<file path="src/common/lcdjp_defines.svh">
// register map, field positions, reset values and counts for one line channel
// assumes a 32-bit classic wishbone slave and a sampled-clock datapath
// How it works
// - two control bits put the attenuator in the transmit or receive path
// - two size bits pick a 16 or 32 bit buffer, or bypass it
// - buffer written on the path clock, read on the smoothed clock
// - limit flag set when the buffer is two bits from overflow or underflow
// - reading the limit flag clears the buffer and the flag
// - pattern enable sends 2^23-1 at E3 rate, 2^15-1 at DS3 or STS-1
// - pattern enable also starts the receive pattern checker
// - checker in lock drives the receive negative rail output low
// - checker out of lock sets the loss bit and holds that output high
// - a zero then one on the insert bit injects exactly one bit error
// - each detected bit error pulses that output high for one receive cycle
// - pattern mode forces single-rail data on the receive side, except in digital loop
// - remote and local loop bits pick analog, digital or remote loopback
// - analog loop feeds line output back into the receive input
// - analog loop keeps driving the line, ignores the line input pins
// - digital loop routes transmit clock and rails to the receive outputs
// - remote loop retransmits received data after the attenuator on its clock
// - remote loop ignores the system transmit clock and data
// - all-ones bit sends continuous alternate-mark ones at transmit clock rate
// - all-ones is off in analog and remote loop, works in digital loop
`ifndef LCDJP_DEFINES_SVH
`define LCDJP_DEFINES_SVH

// ==========================================================
// register offsets
`define LCDJP_ADR_CTRL 4'h0
`define LCDJP_ADR_STATUS 4'h4

// ==========================================================
// control bits
`define LCDJP_CB_TXPATH 0
`define LCDJP_CB_RXPATH 1
`define LCDJP_CB_SIZE_LO 2
`define LCDJP_CB_SIZE_HI 3
`define LCDJP_CB_PATTERN 4
`define LCDJP_CB_INSERT 5
`define LCDJP_CB_REMOTE 6
`define LCDJP_CB_LOCAL 7
`define LCDJP_CB_ONES 8
`define LCDJP_CB_E3 9
`define LCDJP_CTRL_RESET 10'h000

// ==========================================================
// status bits
`define LCDJP_SB_LIMIT 0
`define LCDJP_SB_LOSS 1
`define LCDJP_SB_SYNC 2
`define LCDJP_SB_OCC_LSB 8

// ==========================================================
// buffer depths and limits
`define LCDJP_DEPTH_SMALL 6'h10
`define LCDJP_DEPTH_LARGE 6'h20
`define LCDJP_LIMIT_MARGIN 6'h02

// ==========================================================
// pattern sequence taps and lock counts
`define LCDJP_TAP_LONG_A 22
`define LCDJP_TAP_LONG_B 17
`define LCDJP_TAP_SHORT_A 14
`define LCDJP_TAP_SHORT_B 13
`define LCDJP_LFSR_SEED 23'h7f_ffff
`define LCDJP_LOCK_RUN 6'h30
`define LCDJP_LOSS_ERRORS 3'h4

`endif

</file>
<file path="src/common/lcdjp_pkg.sv">
// types shared by the channel diagnostic and jitter path design
// assumes the defines header is included before use
package lcdjp_pkg;

  typedef enum logic [3:0] {
    LCDJP_LOOP_NONE = 4'b0001,
    LCDJP_LOOP_ANALOG = 4'b0010,
    LCDJP_LOOP_REMOTE = 4'b0100,
    LCDJP_LOOP_DIGITAL = 4'b1000
  } lcdjp_loop_t;

  typedef struct packed {
    logic [31:0][1:0] cells;
    logic [1:0] rd;
  } lcdjp_mem_t;

endpackage : lcdjp_pkg

</file>
<file path="src/hw/lcdjp_elastic_mem.sv">
// 32-entry two-bit symbol store for the elastic buffer
// assumes write and read strobes are single-cycle pulses on one clock
`timescale 1ns/1ps
module lcdjp_elastic_mem
  import lcdjp_pkg::*;
(
  input wire logic clk, // system clock
  input wire logic we, // write strobe
  input wire logic [4:0] waddr, // write index
  input wire logic [1:0] wdata, // symbol in
  input wire logic re, // read strobe
  input wire logic [4:0] raddr, // read index
  output logic [1:0] rdata // symbol out, registered
);

  lcdjp_mem_t s_q;
  lcdjp_mem_t s_d;

  always_comb begin
    s_d = s_q;
    if (we) begin
      s_d.cells[waddr] = wdata;
    end
    if (re) begin
      s_d.rd = s_q.cells[raddr];
    end
  end

  // no reset: contents are don't-care until the pointers are valid
  always_ff @(posedge clk) begin
    s_q <= s_d;
  end

  assign rdata = s_q.rd;

endmodule : lcdjp_elastic_mem

</file>
<file path="src/hw/lcdjp_channel.sv">
// one line channel: attenuator buffer, pattern generator/checker, loops, all-ones
// assumes link clocks are slow against SYS_CLK and are sampled, not used as clocks
`timescale 1ns/1ps
`include "lcdjp_defines.svh"
module lcdjp_channel
  import lcdjp_pkg::*;
(
  input wire logic SYS_CLK, // system clock
  input wire logic RESET, // async reset, high
  input wire logic [3:0] WB_ADR_I, // byte address
  input wire logic [31:0] WB_DAT_I, // write data
  output logic [31:0] WB_DAT_O, // read data
  input wire logic [3:0] WB_SEL_I, // byte lanes
  input wire logic WB_WE_I, // write
  input wire logic WB_STB_I, // strobe
  input wire logic WB_CYC_I, // cycle
  output logic WB_ACK_O, // acknowledge
  input wire logic TRANSMIT_CLOCK_IN, // system transmit clock
  input wire logic TRANSMIT_POS_RAIL, // system transmit positive rail
  input wire logic TRANSMIT_NEG_RAIL, // system transmit negative rail
  input wire logic LINE_RX_CLOCK, // clock recovered from the line
  input wire logic LINE_IN_TIP, // received positive pulse
  input wire logic LINE_IN_RING, // received negative pulse
  input wire logic SMOOTH_CLOCK_IN, // de-jittered clock
  output logic LINE_OUT_TIP, // transmitted positive pulse
  output logic LINE_OUT_RING, // transmitted negative pulse
  output logic LINE_OUT_CLOCK, // transmit timing
  output logic RECOVERED_CLOCK_OUT, // receive clock to system
  output logic RECEIVE_POS_RAIL, // receive positive rail or data
  output logic RX_NEG_RAIL_OR_VIOLATION // receive negative rail or error
);

  // ==========================================================
  // state
  typedef struct packed {
    logic [6:0] sync1;
    logic [6:0] sync2;
    logic [2:0] prev;
    logic [9:0] ctrl;
    logic ins_prev;
    logic ins_pend;
    logic ack;
    logic [31:0] dat;
    logic [4:0] wr_ptr;
    logic [4:0] rd_ptr;
    logic [5:0] occ;
    logic limit;
    logic rd_valid;
    logic [22:0] gen;
    logic tx_pol;
    logic [22:0] chk;
    logic [5:0] good_run;
    logic [2:0] bad_cnt;
    logic in_sync;
    logic line_tip;
    logic line_ring;
    logic line_clk;
    logic line_evt;
    logic rclk;
    logic rpos;
    logic rneg;
  } lcdjp_state_t;

  lcdjp_state_t s_q;
  lcdjp_state_t s_d;
  logic mem_we;
  logic [1:0] mem_wdata;
  logic mem_re;
  logic [1:0] mem_rdata;

  // ==========================================================
  // elastic buffer store
  lcdjp_elastic_mem u_mem (
    .clk(SYS_CLK),
    .we(mem_we),
    .waddr(s_q.wr_ptr),
    .wdata(mem_wdata),
    .re(mem_re),
    .raddr(s_q.rd_ptr),
    .rdata(mem_rdata)
  );

  // ==========================================================
  // next state
  always_comb begin
    logic tx_clk, tx_pos, tx_neg, rx_clk, rx_tip, rx_ring, dj_clk;
    logic tx_e, rx_e, dj_e;
    logic att_on, tx_att, rx_att, pat, ones, e3;
    lcdjp_loop_t loop;
    logic in_e, rxa_e, src_e, txo_e, wr_e, rd_e, rxa_lvl;
    logic [1:0] in_sym, rxa_sym, src_sym, txo_sym, gen_sym;
    logic [5:0] depth, occ_n;
    logic fb, bit_out, rx_bit, pred, err, rd_status;
    s_d = s_q;
    mem_we = 1'b0;
    mem_wdata = 2'b00;
    mem_re = 1'b0;
    loop = LCDJP_LOOP_NONE;
    gen_sym = 2'b00;
    fb = 1'b0;
    bit_out = 1'b0;
    rx_bit = 1'b0;
    pred = 1'b0;
    err = 1'b0;
    rd_status = 1'b0;
    tx_clk = 1'b0;
    tx_pos = 1'b0;
    tx_neg = 1'b0;
    rx_clk = 1'b0;
    rx_tip = 1'b0;
    rx_ring = 1'b0;
    dj_clk = 1'b0;
    tx_e = 1'b0;
    rx_e = 1'b0;
    dj_e = 1'b0;
    att_on = 1'b0;
    tx_att = 1'b0;
    rx_att = 1'b0;
    pat = 1'b0;
    ones = 1'b0;
    e3 = 1'b0;
    in_e = 1'b0;
    rxa_e = 1'b0;
    src_e = 1'b0;
    txo_e = 1'b0;
    wr_e = 1'b0;
    rd_e = 1'b0;
    rxa_lvl = 1'b0;
    in_sym = 2'b00;
    rxa_sym = 2'b00;
    src_sym = 2'b00;
    txo_sym = 2'b00;
    depth = 6'h00;
    occ_n = 6'h00;

    // pin sampling; only the second stage is read below
    s_d.sync1 = {TRANSMIT_CLOCK_IN, TRANSMIT_POS_RAIL, TRANSMIT_NEG_RAIL,
                 LINE_RX_CLOCK, LINE_IN_TIP, LINE_IN_RING, SMOOTH_CLOCK_IN};
    s_d.sync2 = s_q.sync1;
    {tx_clk, tx_pos, tx_neg, rx_clk, rx_tip, rx_ring, dj_clk} = s_q.sync2;
    s_d.prev = {tx_clk, rx_clk, dj_clk};
    tx_e = tx_clk & ~s_q.prev[2];
    rx_e = rx_clk & ~s_q.prev[1];
    dj_e = dj_clk & ~s_q.prev[0];

    // ==========================================================
    // wishbone slave, one wait state, unmapped reads zero
    if (WB_CYC_I && WB_STB_I && !s_q.ack) begin
      s_d.ack = 1'b1;
      s_d.dat = 32'h0000_0000;
      if (WB_ADR_I == `LCDJP_ADR_CTRL) begin
        if (WB_WE_I) begin
          if (WB_SEL_I[0]) begin
            s_d.ctrl[7:0] = WB_DAT_I[7:0];
          end
          if (WB_SEL_I[1]) begin
            s_d.ctrl[9:8] = WB_DAT_I[9:8];
          end
        end else begin
          s_d.dat[9:0] = s_q.ctrl;
        end
      end else if (WB_ADR_I == `LCDJP_ADR_STATUS && !WB_WE_I) begin
        s_d.dat[`LCDJP_SB_LIMIT] = s_q.limit;
        s_d.dat[`LCDJP_SB_LOSS] = s_q.ctrl[`LCDJP_CB_PATTERN] & ~s_q.in_sync;
        s_d.dat[`LCDJP_SB_SYNC] = s_q.in_sync;
        s_d.dat[`LCDJP_SB_OCC_LSB +: 6] = s_q.occ;
        rd_status = 1'b1;
      end
    end else begin
      s_d.ack = 1'b0;
    end

    // ==========================================================
    // mode decode
    pat = s_q.ctrl[`LCDJP_CB_PATTERN];
    e3 = s_q.ctrl[`LCDJP_CB_E3];
    unique case ({s_q.ctrl[`LCDJP_CB_REMOTE], s_q.ctrl[`LCDJP_CB_LOCAL]})
      2'b01: loop = LCDJP_LOOP_ANALOG;
      2'b10: loop = LCDJP_LOOP_REMOTE;
      2'b11: loop = LCDJP_LOOP_DIGITAL;
      default: loop = LCDJP_LOOP_NONE;
    endcase
    // size code 00 and 11 both bypass
    unique case ({s_q.ctrl[`LCDJP_CB_SIZE_HI], s_q.ctrl[`LCDJP_CB_SIZE_LO]})
      2'b01: depth = `LCDJP_DEPTH_SMALL;
      2'b10: depth = `LCDJP_DEPTH_LARGE;
      default: depth = 6'h00;
    endcase
    att_on = (depth != 6'h00);
    tx_att = att_on & s_q.ctrl[`LCDJP_CB_TXPATH];
    rx_att = att_on & ~s_q.ctrl[`LCDJP_CB_TXPATH] & s_q.ctrl[`LCDJP_CB_RXPATH];
    ones = s_q.ctrl[`LCDJP_CB_ONES] && loop != LCDJP_LOOP_ANALOG
           && loop != LCDJP_LOOP_REMOTE;

    // ==========================================================
    // line input stage; analog loop swaps in our own line output
    if (loop == LCDJP_LOOP_ANALOG) begin
      in_e = s_q.line_evt;
      in_sym = {s_q.line_tip, s_q.line_ring};
    end else begin
      in_e = rx_e;
      in_sym = {rx_tip, rx_ring};
    end
    rxa_e = rx_att ? s_q.rd_valid : in_e;
    rxa_sym = rx_att ? mem_rdata : in_sym;
    rxa_lvl = rx_att ? dj_clk : (loop == LCDJP_LOOP_ANALOG ? s_q.line_clk : rx_clk);

    // ==========================================================
    // transmit source: remote loop, all-ones, pattern or system rails
    fb = e3 ? (s_q.gen[`LCDJP_TAP_LONG_A] ^ s_q.gen[`LCDJP_TAP_LONG_B])
            : (s_q.gen[`LCDJP_TAP_SHORT_A] ^ s_q.gen[`LCDJP_TAP_SHORT_B]);
    bit_out = ones | (fb ^ s_q.ins_pend);
    gen_sym = bit_out ? (s_q.tx_pol ? 2'b01 : 2'b10) : 2'b00;
    if (loop == LCDJP_LOOP_REMOTE) begin
      src_e = rxa_e;
      src_sym = rxa_sym;
    end else begin
      src_e = tx_e;
      src_sym = (ones | pat) ? gen_sym : {tx_pos, tx_neg};
      if (tx_e && (ones || pat)) begin
        s_d.tx_pol = s_q.tx_pol ^ bit_out;
      end
      if (tx_e && pat && !ones) begin
        s_d.gen = {s_q.gen[21:0], fb};
        s_d.ins_pend = 1'b0;
      end
    end
    // one injection per zero-then-one of the insert bit
    if (pat && s_q.ctrl[`LCDJP_CB_INSERT] && !s_q.ins_prev) begin
      s_d.ins_pend = 1'b1;
    end
    s_d.ins_prev = s_q.ctrl[`LCDJP_CB_INSERT];
    if (!pat) begin
      s_d.ins_pend = 1'b0;
      s_d.gen = `LCDJP_LFSR_SEED;
    end
    txo_e = tx_att ? s_q.rd_valid : src_e;
    txo_sym = tx_att ? mem_rdata : src_sym;

    // ==========================================================
    // elastic buffer control
    wr_e = tx_att ? src_e : (rx_att & in_e);
    mem_wdata = tx_att ? src_sym : in_sym;
    rd_e = att_on & dj_e;
    mem_we = wr_e && (s_q.occ != depth);
    mem_re = rd_e && (s_q.occ != 6'h00);
    s_d.rd_valid = mem_re;
    occ_n = s_q.occ + {5'h00, mem_we} - {5'h00, mem_re};
    s_d.occ = occ_n;
    if (mem_we) begin
      s_d.wr_ptr = (s_q.wr_ptr + 5'h01) & 5'(depth - 6'h01);
    end
    if (mem_re) begin
      s_d.rd_ptr = (s_q.rd_ptr + 5'h01) & 5'(depth - 6'h01);
    end
    // clear on status read or while bypassed, then restart at half depth
    if (rd_status || !att_on) begin
      s_d.rd_ptr = 5'h00;
      s_d.wr_ptr = 5'(depth >> 1);
      s_d.occ = depth >> 1;
      s_d.limit = 1'b0;
      s_d.rd_valid = 1'b0;
    end
    // judged on the occupancy left after any clear, so a status read really clears
    if (att_on && (s_d.occ <= `LCDJP_LIMIT_MARGIN
        || s_d.occ >= depth - `LCDJP_LIMIT_MARGIN)) begin
      s_d.limit = 1'b1;
    end

    // ==========================================================
    // line output stage
    s_d.line_evt = txo_e;
    if (txo_e) begin
      {s_d.line_tip, s_d.line_ring} = txo_sym;
    end
    if (tx_att) begin
      s_d.line_clk = dj_clk;
    end else if (loop == LCDJP_LOOP_REMOTE) begin
      s_d.line_clk = rxa_lvl;
    end else begin
      s_d.line_clk = tx_clk;
    end

    // ==========================================================
    // pattern checker, self-synchronising on the received ones
    rx_bit = rxa_sym[1] | rxa_sym[0];
    pred = e3 ? (s_q.chk[`LCDJP_TAP_LONG_A] ^ s_q.chk[`LCDJP_TAP_LONG_B])
              : (s_q.chk[`LCDJP_TAP_SHORT_A] ^ s_q.chk[`LCDJP_TAP_SHORT_B]);
    err = pat && rxa_e && (pred != rx_bit);
    if (!pat) begin
      s_d.chk = 23'h00_0000;
      s_d.good_run = 6'h00;
      s_d.bad_cnt = 3'h0;
      s_d.in_sync = 1'b0;
    end else if (rxa_e) begin
      s_d.chk = {s_q.chk[21:0], rx_bit};
      if (err) begin
        s_d.good_run = 6'h00;
        if (s_q.bad_cnt + 3'h1 >= `LCDJP_LOSS_ERRORS) begin
          s_d.in_sync = 1'b0;
          s_d.bad_cnt = 3'h0;
        end else begin
          s_d.bad_cnt = s_q.bad_cnt + 3'h1;
        end
      end else if (s_q.good_run + 6'h01 >= `LCDJP_LOCK_RUN) begin
        s_d.in_sync = 1'b1;
        s_d.bad_cnt = 3'h0;
        s_d.good_run = 6'h00;
      end else begin
        s_d.good_run = s_q.good_run + 6'h01;
      end
    end

    // ==========================================================
    // receive outputs to the system side
    if (loop == LCDJP_LOOP_DIGITAL) begin
      s_d.rclk = tx_clk;
      s_d.rpos = tx_pos;
      s_d.rneg = tx_neg;
    end else begin
      s_d.rclk = rxa_lvl;
      if (rxa_e) begin
        if (pat) begin
          s_d.rpos = rx_bit;
          // held for one receive period, until the next receive edge
          s_d.rneg = ~s_q.in_sync | err;
        end else begin
          {s_d.rpos, s_d.rneg} = rxa_sym;
        end
      end
    end
  end

  // ==========================================================
  // registers
  always_ff @(posedge SYS_CLK or posedge RESET) begin
    if (RESET) begin
      s_q <= '0;
      s_q.ctrl <= `LCDJP_CTRL_RESET;
      s_q.gen <= `LCDJP_LFSR_SEED;
    end else begin
      s_q <= s_d;
    end
  end

  assign WB_ACK_O = s_q.ack;
  assign WB_DAT_O = s_q.dat;
  assign LINE_OUT_TIP = s_q.line_tip;
  assign LINE_OUT_RING = s_q.line_ring;
  assign LINE_OUT_CLOCK = s_q.line_clk;
  assign RECOVERED_CLOCK_OUT = s_q.rclk;
  assign RECEIVE_POS_RAIL = s_q.rpos;
  assign RX_NEG_RAIL_OR_VIOLATION = s_q.rneg;

endmodule : lcdjp_channel

</file>
<file path="config.mk">
export PLATFORM = sky130hd
export DESIGN_NAME = lcdjp_channel
export DESIGN_NICKNAME = d
export VERILOG_FILES = /design/src/common/lcdjp_pkg.sv /design/src/hw/lcdjp_elastic_mem.sv /design/src/hw/lcdjp_channel.sv
export VERILOG_INCLUDE_DIRS = /design/src /design/src/common
export SDC_FILE = /design/constraint.sdc
export NUM_CORES = 1
export LEC_CHECK = 0
export ABC_AREA = 1
export BUFFER_PORTS_ARGS = -buffer_cell sky130_fd_sc_hd__buf_4
export CAP_MARGIN = 5
export CORE_ASPECT_RATIO = 1.5
export CORE_MARGIN = 2
export CORE_UTILIZATION = 65
export CTS_BUF_LIST = sky130_fd_sc_hd__clkbuf_8
export DETAILED_ROUTE_END_ITERATION = 12
export PLACE_DENSITY = 0.87
export SKIP_LAST_GASP = 1
export SYNTH_ARGS = -nofsm -noshare
export SYNTH_HDL_FRONTEND = slang
export SYNTH_HIERARCHICAL = 1
export SYNTH_SLANG_ARGS = --single-unit
</file>
<file path="constraint.sdc">
create_clock -name SYS_CLK -period 7.8 [get_ports SYS_CLK]
set_input_delay 0.78 -clock SYS_CLK [delete_from_list [all_inputs] [get_ports SYS_CLK]]
set_output_delay 0.78 -clock SYS_CLK [all_outputs]
set_load 0.01 [all_outputs]
</file>
* Yosys cells after proc, flatten, opt, wreduce, memory -nomap -nowiden
Cells that the tools add are included.
** Storage, ports and cells
- Register bits after elaboration :: 192
- Bits of input ports :: 52
- Output and inout port bits :: 39
- Logic and storage cells :: 219
** Operators by class
- $add $sub $neg :: 8
- $lt $le $gt $ge :: 7
- Equality and inequality tests :: 20
- Muxes and demuxes :: 59
- Bitwise logic cells :: 27
- Reductions and logical operators :: 38
** Operator list (number)
- $mux 33 :: 2
- $bwmux 64 :: 1
- $mux 23 :: 2
- $mux 2 :: 13
- $mux 24 :: 1
- $mux 1 :: 22
- $mux 10 :: 2
- $mux 18 :: 1
- $logic_and 1x1->1 :: 16
- $mux 5 :: 3
- $lt 5x6->1 const B :: 2
- $mux 3 :: 4
- $mux 6 :: 2
- $pmux 4 s3 :: 1
- $pmux 6 s2 :: 1
- $reduce_bool 6->1 :: 2
- $add 5x1->5 const B :: 2
- $and 5x5->5 :: 2
- $bmux 2 s5 :: 1
- $demux 2 s5 :: 1
- $and 1x1->1 :: 9
- $eq 4x3->1 const B :: 2
- $mux 4 :: 2
- $reduce_and 2->1 :: 4
- 33 further kinds :: 61

* Logic depth before layout (Yosys ltp)
Gate-level depths: netlist of the first run.
- Depth after elaboration :: 16
- Gate-level depth with buffers :: 31
- Depth with buffers taken out :: 31

* Modules after synthesis
The synthesis of the first run kept the hierarchy.
** By module, submodules not included
- lcdjp_channel :: instances 1, cells an instance 673, area an instance 6044.5 sq um
- lcdjp_elastic_mem :: instances 1, cells an instance 271, area an instance 2962.8 sq um

* Worst setup path before layout of the first run
OpenSTA, ideal clock, no wires.
- Path type :: reg-to-reg
- Start point :: register s_q[119] (netlist name)
- End point :: register s_q[65] (netlist name)
- Arrival time :: 3616 ps
- Data required time :: 7687 ps
- Path slack :: 4071 ps
- Stages on the path, launching flop included :: 32
- Buffers on the path :: 0
- Cell sequence :: dfrtp_1 inv_1 ha_1 nor2_1 nand2_1 inv_1 nand2_1 nand2_4 o21bai_2 nand2_1 nand2_2 nand2_4 ha_1 inv_1 ha_1 inv_1 fa_1 nand3b_1 nand2_1 xnor2_1 nand2_1 nand2_1 inv_1 ha_1 nand2_1 nor2_1 nand2_1 nand2_1 nand2_1 nand3_1 nand2_1 inv_1

==> flow_summary.json, run 1 <==
{
  "status": "finished clean",
  "drive_above_1_share_pct": 15.27,
  "postSynthCellCount": 944,
  "synth-seq-area-share_pct": 57.33,
  "powerDensity_nw_per_um2": 239.2,
  "io_pins": 91,
  "crit_type": "flip-flop to flip-flop",
  "cpMaxStageDelayCell": "fa_1",
  "die_height_um": 148.2,
  "slowest_delay_ns": 0.41,
  "cts_setup_buffers": 0,
  "switching_share_pct": 28.70,
  "clk_pin_slew_ns": 0.09,
  "critPathCaptureType": "flip-flop",
  "async_flop_share_pct": 65.63,
  "ys_seq_elements": 192,
  "critPathMaxFanout": 8,
  "postLayoutCoreUtil_pct": 70.98,
  "seqPwrFrac_pct": 55.9,
  "cts_max_path_buffers": 2,
  "cts_num_sinks": 192,
  "layout_setup_ws_ns": 3.439,
  "area_delta_synth_final_pct": 6.640,
  "power_switching_uw": 659.3,
  "viasPerCell": 5.732,
  "slew_violations": 0,
  "start_kind": "flip-flop",
  "synth_ff_type": "dfrtp_1",
  "yosysWarnings": 6,
  "drcViolationCount": 0,
  "crit_required_ns": 8.20,
  "dieArea_sq_um": 14830,
  "coreArea_sq_um": 13530,
  "fmax_ghz": 0.2293,
  "cts_resized": 0,
  "drtIter0Drc": 599,
  "p_comb_share_pct": 15.9,
  "ir_worst_vdd_mv": 0.2039,
  "cell_internal_pwr_mw": 1.638,
  "grt_pass1_vias": 6335,
  "synth.distinct_cells": 49,
  "htree_levels": 4,
  "antenna_found_initial": 0,
  "layout.nets": 1040,
  "cts_buffers": 17,
  "min_path_type": "flip-flop to flip-flop",
  "rsz0062_at_grt": "no",
  "root_buffer": "clkbuf_8",
  "gp_congestion": 0.8867,
  "ctsHoldBuffers": 0,
  "drv_cap": 0,
  "clock_skew_ns": 0.01218,
  "antennaDiodeCount": 0,
  "grt_pass1_wl_mm": 29.37,
  "grt_max_degree": 73,
  "first_pass_iters": 7,
  "p_leak_nw": 4.292,
  "synth-edff-count": 66,
  "period_share_pct": 55.91,
  "dp_slack_ns": 3.534,
  "total_power_mw": 2.297,
  "grt_overflow": 0,
  "setup_viol": 0,
  "cts_tree": "built",
  "rows": 52,
  "final_antenna_net_count": 0,
  "period_needed_ns": 4.361,
  "wl_per_cell_um": 15.95,
  "pwr-share-clk_pct": 28.1,
  "regToRegSetupSlack_ns": 3.44,
  "io_buffer_count": 48,
  "worstMarginPinSlew_ns": 1.029,
  "hold_violations": 0,
  "path_common_cell": "nand2_1",
  "arrival_ns": 4.76,
  "vias": 6557,
  "setup_tns_ns": 0,
  "fin_hold_ws_ns": 0.3551,
  "hpwl_mm": 12.58,
  "avgSynthCellArea_sq_um": 9.542,
  "fp.dieW_um": 100.1,
  "start_util_pct": 66.56,
  "wl_mm": 18.25,
  "slew-limit-headroom_pct": 31.17,
  "track_usage_pct": 25.57,
  "synth_area_sq_um": 9007,
  "clock_latency_ns": 0.45
}
-- flip-flops by register name, indices dropped and copies added, names as in the netlist --
signal                    cells
u_mem/s_q                    64
LINE_OUT_RING                 1
s_d                          11
LINE_OUT_CLOCK                1
LINE_OUT_TIP                  1
RECEIVE_POS_RAIL              1
u_mem/rdata                   2
RX_NEG_RAIL_OR_VIOLATION      1
s_q                          94
RECOVERED_CLOCK_OUT           1
WB_DAT_O                     14
WB_ACK_O                      1
-- final timing paths --
kind                       depth (start not counted)                  from                   to
min reg2reg                                        0    s_d[134]$_DFF_PP0_   s_q[134]$_DFF_PP0_
max                                               31  s_q[119]$_DFFE_PP0P_  s_q[65]$_DFFE_PP0P_
min                                                0    s_d[134]$_DFF_PP0_   s_q[134]$_DFF_PP0_
max reg2reg                                       31  s_q[119]$_DFFE_PP0P_  s_q[65]$_DFFE_PP0P_
max in group asynchronous                          3                 RESET  s_q[32]$_DFFE_PP0P_
min in group asynchronous                          2                 RESET   s_q[7]$_DFFE_PP0P_
-- synth_stat cells (all sizes together), types with 2 or more instances --
master	number	area, sq um
o22ai	23	143.9
a22oi	2	15.01
a31oi	5	31.28
buf	55	431.7
edfxtp	66	1982
dfrtp	103	2577
xor2	7	61.31
nand2	215	869.6
a21oi	34	170.2
o221ai	2	17.52
inv	99	381.6
clkbuf	8	30.03
o21bai	2	18.77
o211ai	2	15.01
nand3	115	610.6
ha	18	225.2
or2	5	31.28
nor2	81	321.5
nor3	3	15.01
dfstp	23	604.3
o21ai	51	259.0
nand4	7	43.79
xnor2	8	70.07
-- kinds of logic (layout without fill, tap and decap cells) --
family	after synthesis	after routing	synth area share, %
XOR/XNOR	15	15	1.459
flip-flops	192	192	57.33
other	1	18	0.04163
adder cells (fa/ha/maj)	19	19	2.723
AND/OR/NAND/NOR	429	429	21.24
buffers and inverters	163	184	9.404
AO/OA/AOI/OAI	125	125	7.807
-- critical path, delay by kind of cell, from the launching register on --
family	cells	cell delay (ns)
compound gates	1	0.14
buf+inv	6	0.45
flops	1	0.38
fa+ha+maj	5	1.52
simple gates	18	1.69
xor+xnor	1	0.12
-- metal layers --
layer	vias up	wire length [um]	track usage [%]
li1	3119	-	-
met1	3130	6829	30.20
met2	254	9607	43.48
met3	54	1059	5.545
met4	0	752	13.77
met5	-	0	0
-- power by group through the flow --
| stage | sequential (mW) | clock [mW] | combinational [mW] |
|---|---|---|---|
| 3_5_place_dp | 1.30 | 0 | 0.360 |
| 5_1_grt | 1.30 | 0.695 | 0.411 |
| 4_1_cts | 1.28 | 0.657 | 0.366 |
| 3_3_place_gp | 1.30 | 0 | 0.344 |
| 6_report | 1.29 | 0.646 | 0.366 |
| 2_1_floorplan | 1.28 | 0 | 0.274 |
-- cells in the final DEF, fill, tap and decap left out, types with 2 or more instances in the layout --
| master | synthesis | routed |
|---|---|---|
| a21oi_1 | 34 | 34 |
| a22oi_1 | 2 | 2 |
| a31oi_1 | 5 | 4 |
| buf_4 | 37 | 52 |
| bufinv_16 | 0 | 2 |
| clkbuf_8 | 0 | 17 |
| clkinv_1 | 1 | 4 |
| clkinvlp_4 | 0 | 4 |
| conb_1 | 1 | 18 |
| dfrtp_1 | 103 | 103 |
| dfstp_2 | 23 | 23 |
| edfxtp_1 | 66 | 66 |
| ha_1 | 18 | 18 |
| inv_1 | 92 | 91 |
| inv_2 | 5 | 5 |
| inv_4 | 1 | 2 |
| inv_8 | 1 | 5 |
| nand2_1 | 196 | 196 |
| nand2_2 | 16 | 16 |
| nand2_4 | 3 | 3 |
| nand3_1 | 108 | 108 |
| nand3_2 | 7 | 7 |
| nand4_1 | 7 | 7 |
| nor2_1 | 76 | 76 |
| nor2_2 | 4 | 4 |
| nor3_1 | 3 | 3 |
| o211ai_1 | 2 | 2 |
| o21ai_0 | 36 | 36 |
| o21ai_1 | 14 | 14 |
| o221ai_1 | 2 | 2 |
| o22ai_1 | 23 | 23 |
| or2_2 | 4 | 4 |
| xnor2_1 | 8 | 8 |
| xor2_1 | 7 | 7 |
-- layout make-up --
class / instances / area (sq um)
Clock buffer: 17 / 234.0
Fill cell: 943 / 3928
Timing Repair Buffer: 52 / 390.4
Sequential cell: 192 / 5164
Multi-Input combinational cell: 606 / 3067
Tap cell: 162 / 202.7
Inverter: 100 / 387.9
Clock inverter: 15 / 160.2
-- metrics by stage --
| step | area (sq um) | instances |
|---|---|---|
| floorplan | 9071 | 961 |
| global placement | 9211 | 1112 |
| detailed placement | 9211 | 1112 |
| CTS | 9605 | 1144 |
| global route | 9605 | 1144 |
| finish | 9605 | 1144 |
Power figures use the tool's default switching activity.
==> run 2, diff against run 1 <==
--- a/config.mk
+++ b/config.mk
@@ -6,15 +6,15 @@
 export SDC_FILE = /design/constraint.sdc
 export NUM_CORES = 1
 export LEC_CHECK = 0
-export ABC_AREA = 1
+export ABC_AREA = 0
 export BUFFER_PORTS_ARGS = -buffer_cell sky130_fd_sc_hd__buf_4
 export CAP_MARGIN = 5
 export CORE_ASPECT_RATIO = 1.5
 export CORE_MARGIN = 2
-export CORE_UTILIZATION = 65
+export CORE_UTILIZATION = 55
 export CTS_BUF_LIST = sky130_fd_sc_hd__clkbuf_8
 export DETAILED_ROUTE_END_ITERATION = 12
-export PLACE_DENSITY = 0.87
+export PLACE_DENSITY = 0.78
 export SKIP_LAST_GASP = 1
 export SYNTH_ARGS = -nofsm -noshare
 export SYNTH_HDL_FRONTEND = slang
==> constraint.sdc (replaced) <==
create_clock -name SYS_CLK -period 3.7 [get_ports SYS_CLK]
set_input_delay 0.37 -clock SYS_CLK [delete_from_list [all_inputs] [get_ports SYS_CLK]]
set_output_delay 0.37 -clock SYS_CLK [all_outputs]
set_load 0.01 [all_outputs]
==> flow_summary.json, run 2 <==
{
  "die_height_um": 160.2,
  "gp_congestion": 0.8530,
  "multi_input_area_sq_um": 3436,
  "synth-edff-count": 66,
  "grt_pass1_vias": 5810,
  "layout_setup_ws_ns": 0.1988,
  "rows": 57,
  "largest_reg_flops": 94,
  "cts_tree": "built",
  "synth_most_common_cell": "nand2_1",
  "clk_pin_slew_ns": 0.10,
  "synth_top_area_cell": "dfrtp_1",
  "layout.nets": 921,
  "io_buffer_count": 48,
  "pwr-share-clk_pct": 34.7,
  "crit_required_ns": 4.09,
  "viasPerCell": 5.646,
  "io_pins": 91,
  "antenna_found_initial": 0,
  "postLayoutCoreUtil_pct": 62.81,
  "synth_ff_type": "dfrtp_1",
  "cts_num_sinks": 192,
  "final_antenna_net_count": 0,
  "synth-seq-area-share_pct": 57.70,
  "fmax_ghz": 0.2856,
  "min_path_type": "primary input to asynchronous set/reset pin",
  "dp_slack_ns": -0.02884,
  "first_pass_iters": 5,
  "grt_overflow": 0,
  "powerDensity_nw_per_um2": 427.1,
  "yosys-top-cells-area": "dfrtp_1 (29%), edfxtp_1 (22%), dfstp_2 (6.8%)",
  "drcViolationCount": 0,
  "slew-limit-headroom_pct": 34.93,
  "synth.distinct_cells": 67,
  "clock_skew_ns": 0.01345,
  "root_buffer": "clkbuf_8",
  "period_share_pct": 94.63,
  "grt_pass1_wl_mm": 29.24,
  "grt_max_degree": 70,
  "worstMarginPinSlew_ns": 0.9759,
  "fill_cells": 1283,
  "final_cell_mix": "nand2_1 (118), dfrtp_1 (103), buf_4 (81)",
  "start_util_pct": 55.77,
  "hpwl_mm": 12.53,
  "worstReg2RegEnd": "s_q[65]$_DFFE_PP0P_",
  "cts_buffers": 17,
  "register_area_sq_um": 5164,
  "fp.dieW_um": 108.1,
  "coreArea_sq_um": 16050,
  "setup_viol": 0,
  "antennaDiodeCount": 0,
  "synth_xor_area_share_pct": 2.041,
  "wl_per_cell_um": 17.12,
  "period_needed_ns": 3.501,
  "synth_common_cells": "nand2_1 (119), dfrtp_1 (103), nor2_1 (68)",
  "ys_seq_elements": 192,
  "arrival_ns": 3.89,
  "async_flop_share_pct": 65.63,
  "synthMuxAreaShare_pct": 7.075,
  "synth_fa_ha_area_share_pct": 2.740,
  "switching_share_pct": 26.65,
  "avgSynthCellArea_sq_um": 11.27,
  "synth_area_sq_um": 8949,
  "hold_violations": 0,
  "drive_above_1_share_pct": 21.09,
  "critPathCapture": "s_q[65]$_DFFE_PP0P_",
  "clock_latency_ns": 0.49,
  "start_kind": "flip-flop",
  "largest-register": "s_q",
  "drtIter0Drc": 373,
  "rr_worst_depth": 20,
  "cp-startpoint": "s_q[119]$_DFFE_PP0P_",
  "dieArea_sq_um": 17330,
  "final_common_cell": "nand2_1",
  "critPathCaptureType": "flip-flop",
  "cell_internal_pwr_mw": 3.158,
  "vias": 6036,
  "wl_mm": 18.30,
  "critPathMaxFanout": 3,
  "yosysWarnings": 6,
  "postSynthCellCount": 794,
  "power_switching_mw": 1.147,
  "seqPwrFrac_pct": 53.9,
  "slew_violations": 0,
  "area_delta_synth_final_pct": 12.64,
  "reg2reg_from": "s_q[119]$_DFFE_PP0P_",
  "ir_worst_vdd_mv": 0.2631,
  "drv_cap": 0,
  "p_comb_share_pct": 11.4,
  "status": "finished clean",
  "regToRegSetupSlack_ns": 0.20,
  "htree_levels": 4,
  "synth_compound_area_share_pct": 10.60,
  "track_usage_pct": 22.07,
  "synth.top_cell.area_share_pct": 28.80,
  "synth-simple-area-share_pct": 13.93,
  "synth_top_family_by_area": "simple AND/OR/NAND/NOR gates",
  "cts_max_path_buffers": 2,
  "crit_type": "flip-flop to flip-flop",
  "p_leak_nw": 4.254
}
==> run 2: cell count changes after synthesis, sizes merged, moves of 24 or more <==
cell	before	now
nand2	215	121
nand3	115	28
inv	99	18
mux2i	0	44
o21ai	51	14
o211ai	2	26
==> run 2: worst min-delay path by stage <==
stage,end,cells after the start,from,slack (ns)
floorplan,s_d[127]$_DFF_PP0_,0,s_d[130]$_DFF_PP0_,0.33
global placement,s_q[131]$_DFF_PP0_,0,s_d[131]$_DFF_PP0_,0.33
detailed placement,s_d[127]$_DFF_PP0_,0,s_d[130]$_DFF_PP0_,0.33
CTS,s_d[135]$_DFF_PP0_,2,RESET,0.009
global route,s_d[135]$_DFF_PP0_,2,RESET,0.05
finish,s_d[135]$_DFF_PP0_,2,RESET,0.0002
==> run 2: what timing repair did <==
item                       4_1_cts  5_1_grt
setup endpoints to repair        1        1
resized for setup                2       17
hold buffers                     7        0
buffers inserted                 0        4
hold endpoints to repair         7        0
pin swaps                        3       10
cloned                           0        0
==> run 2: logic make-up (layout without fill, tap and decap cells) <==
| group | after synthesis | count (layout) |
|---|---|---|
| simple gates | 273 | 273 |
| flops | 192 | 192 |
| compound gates | 142 | 142 |
| buf+inv | 88 | 140 |
| mux | 59 | 59 |
| xor+xnor | 20 | 20 |
| fa+ha+maj | 19 | 19 |
| other cells | 1 | 18 |
==> run 2: area by class of cell <==
| class | count | share of cell area [%] |
|---|---|---|
| Timing Repair Buffer | 90 | 7.125 |
| Clock buffer | 17 | 2.321 |
| Multi-Input combinational cell | 531 | 34.09 |
| Inverter | 18 | 0.6951 |
| Sequential cell | 192 | 51.23 |
| Clock inverter | 15 | 1.986 |
| Tap cell | 206 | 2.557 |
==> run 2: critical path, cell delays in order (launching register included) <==
cell and delay [ns]:
dfrtp_1 0.40, inv_2 0.07, ha_4 0.21, nor3b_4 0.20, o2bb2ai_2 0.16, nand2_2 0.10
ha_4 0.25, inv_2 0.04, ha_2 0.17, inv_2 0.04, fa_2 0.38, nand2b_4 0.16
a21oi_4 0.16, xnor2_2 0.15, o21ai_2 0.11, ha_1 0.28, nand2_1 0.05, nor2_1 0.10
nand3_1 0.09, a31o_2 0.25, o41ai_2 0.05
==> run 2: through the flow <==
step	TNS, ns	hold WS, ns	total power [mW]	std cells	area [sq um]
floorplan	0	0.3312	2.658	811	9026
global placement	0	0.3333	2.807	1026	9458
detailed placement	-0.02884	0.3347	2.819	1026	9458
CTS	0	0.009099	4.312	1065	9966
finish	0	0.0001822	4.305	1069	10080
global route	-0.007247	0.05234	4.474	1069	10080
==> run 2: per-layer routing <==
metal	share of wire [%]	wire (um)	up-vias	track usage, %
li1	-	-	2879	-
met1	40	7260	2995	26.58
met2	55	10000	138	38.94
met3	4.0	735	24	4.694
met4	1.6	301	0	7.284
met5	0	0	-	0
==> run 2: power by group through the flow <==
stage	clock network, mW	logic, mW	registers, mW
after detailed placement	0	0.457	2.36
after CTS	1.52	0.469	2.32
after global routing	1.60	0.548	2.33
final	1.49	0.491	2.32
after global placement	0	0.447	2.36
after floorplan	0	0.312	2.35
==> run 3, diff against run 2 <==
--- a/config.mk
+++ b/config.mk
@@ -9,7 +9,6 @@
 export ABC_AREA = 0
 export BUFFER_PORTS_ARGS = -buffer_cell sky130_fd_sc_hd__buf_4
 export CAP_MARGIN = 5
-export CORE_ASPECT_RATIO = 1.5
 export CORE_MARGIN = 2
 export CORE_UTILIZATION = 55
 export CTS_BUF_LIST = sky130_fd_sc_hd__clkbuf_8
==> flow_summary.json, run 3 (synthesis results as in run 2) <==
{
  "clock_skew_ns": 0.01399,
  "critPathCapture": "s_q[65]$_DFFE_PP0P_",
  "fin_hold_ws_ns": 0.1370,
  "final_common_cell": "nand2_1",
  "start_util_pct": 56.33,
  "io_buffer_count": 48,
  "powerDensity_nw_per_um2": 411.6,
  "setup_viol": 0,
  "status": "finished clean",
  "critPathCaptureType": "flip-flop",
  "first_pass_iters": 5,
  "hpwl_mm": 11.87,
  "clock_latency_ns": 0.46,
  "start_kind": "flip-flop",
  "drtIter0Drc": 449,
  "cp-startpoint": "s_q[119]$_DFFE_PP0P_",
  "worstMarginPinSlew_ns": 0.9033,
  "rr_worst_depth": 21,
  "coreArea_sq_um": 15890,
  "slew_violations": 0,
  "place_inst": 1036,
  "drv_cap": 0,
  "wl_per_cell_um": 16.80,
  "gp_congestion": 0.8177,
  "root_buffer": "clkbuf_8",
  "cts_num_sinks": 192,
  "antenna_found_initial": 0,
  "viasPerCell": 5.685,
  "io_pins": 91,
  "cts_max_path_buffers": 2,
  "arrival_ns": 3.90,
  "crit_required_ns": 4.07,
  "slew-limit-headroom_pct": 39.26,
  "fp.dieW_um": 131.6,
  "largest-register": "s_q",
  "rows": 46,
  "cts_tree": "built",
  "htree_levels": 4,
  "dieArea_sq_um": 17310,
  "ir_worst_vdd_mv": 0.2652,
  "drcViolationCount": 0,
  "drive_above_1_share_pct": 20.55,
  "track_usage_pct": 21.15,
  "fmax_ghz": 0.2826,
  "hold_violations": 0,
  "clk_pin_slew_ns": 0.09,
  "worstReg2RegEnd": "s_q[65]$_DFFE_PP0P_",
  "layout.nets": 924,
  "wl_mm": 18.18,
  "period_needed_ns": 3.539,
  "crit_type": "flip-flop to flip-flop",
  "area_delta_synth_final_pct": 12.47,
  "period_share_pct": 95.64,
  "final_antenna_net_count": 0,
  "grt_pass1_vias": 6001,
  "vias": 6151,
  "grt_overflow": 0,
  "regToRegSetupSlack_ns": 0.16,
  "min_path_type": "primary input to flip-flop",
  "grt_pass1_wl_mm": 29.34,
  "finalNonFillerCells": 1082,
  "worstHoldPathCells": 2,
  "grt_max_degree": 94,
  "reg2reg_from": "s_q[119]$_DFFE_PP0P_",
  "critPathMaxFanout": 4,
  "die_height_um": 131.6,
  "final_cell_mix": "nand2_1 (118), dfrtp_1 (103), buf_4 (83)",
  "cts_buffers": 17,
  "largest_reg_flops": 94,
  "p_leak_nw": 4.253,
  "antennaDiodeCount": 0
}
-- run 3: worst min path at each step --
stage,from,to
4_1_cts,WB_DAT_I[3],s_q[120]$_DFFE_PP0P_
2_1_floorplan,s_d[130]$_DFF_PP0_,s_d[127]$_DFF_PP0_
3_3_place_gp,s_d[130]$_DFF_PP0_,s_d[127]$_DFF_PP0_
3_5_place_dp,s_d[135]$_DFF_PP0_,s_q[135]$_DFF_PP0_
5_1_grt,WB_DAT_I[2],s_q[119]$_DFFE_PP0P_
6_report,WB_DAT_I[2],s_q[119]$_DFFE_PP0P_
-- run 3: critical path, stage by stage, from the launching register on --
cell,delay [ns]
dfrtp_1,0.40
inv_2,0.07
ha_4,0.21
buf_4,0.15
nor2_1,0.11
nand3_1,0.13
inv_2,0.13
ha_4,0.21
inv_1,0.06
ha_2,0.17
inv_2,0.04
fa_2,0.35
nand2b_4,0.15
a21oi_2,0.15
xnor2_1,0.16
o21ai_1,0.11
ha_1,0.33
nand2_1,0.05
nor2_1,0.09
nand3_1,0.08
a31o_2,0.24
o41ai_2,0.04
-- run 3: timing repair --
action | CTS | global route
gates resized for setup | 4 | 12
endpoints found under the hold margin | 20 | 0
pin swaps | 3 | 12
hold buffers | 8 | 0
setup buffers | 2 | 4
gates cloned | 0 | 0
setup endpoints to repair | 1 | 1
-- run 3: where the power goes --
part	leakage [nW]	internal [mW]	switching, mW
logic	1.83	0.211	0.292
clock network	0.215	0.628	0.695
registers	2.21	2.26	0.0559
-- run 3: area by class of cell --
cell class              count  area (sq um)
clock inverters            13         122.6
clock buffers              19         261.5
inverters                  18         70.07
fillers                  1238          5821
repair buffers             93         734.5
flip-flops and latches    192          5164
well taps                 216         270.3
multi-input cells         531          3442
-- run 3: per-stage QoR --
stage	util [%]	total power, mW	TNS, ns	worst slack [ns]	instance area, sq um
5_1_grt	63.36	4.327	-0.05202	-0.05202	10060
2_1_floorplan	-	2.658	0	0.01213	9026
6_report	63.36	4.143	0	0.1611	10060
4_1_cts	62.82	4.143	0	0.009304	9978
3_5_place_dp	59.65	2.818	-0.07729	-0.07729	9475
3_3_place_gp	59.65	2.808	0	0.01023	9475
-- run 3: routing by layer --
layer / GRT usage (%) / vias to the layer above / routed length (um)
li1: - / 2881 / -
met1: 28.15 / 3042 / 7988
met2: 33.77 / 201 / 8700
met3: 5.247 / 27 / 1113
met4: 7.850 / 0 / 378
met5: 0 / - / 0
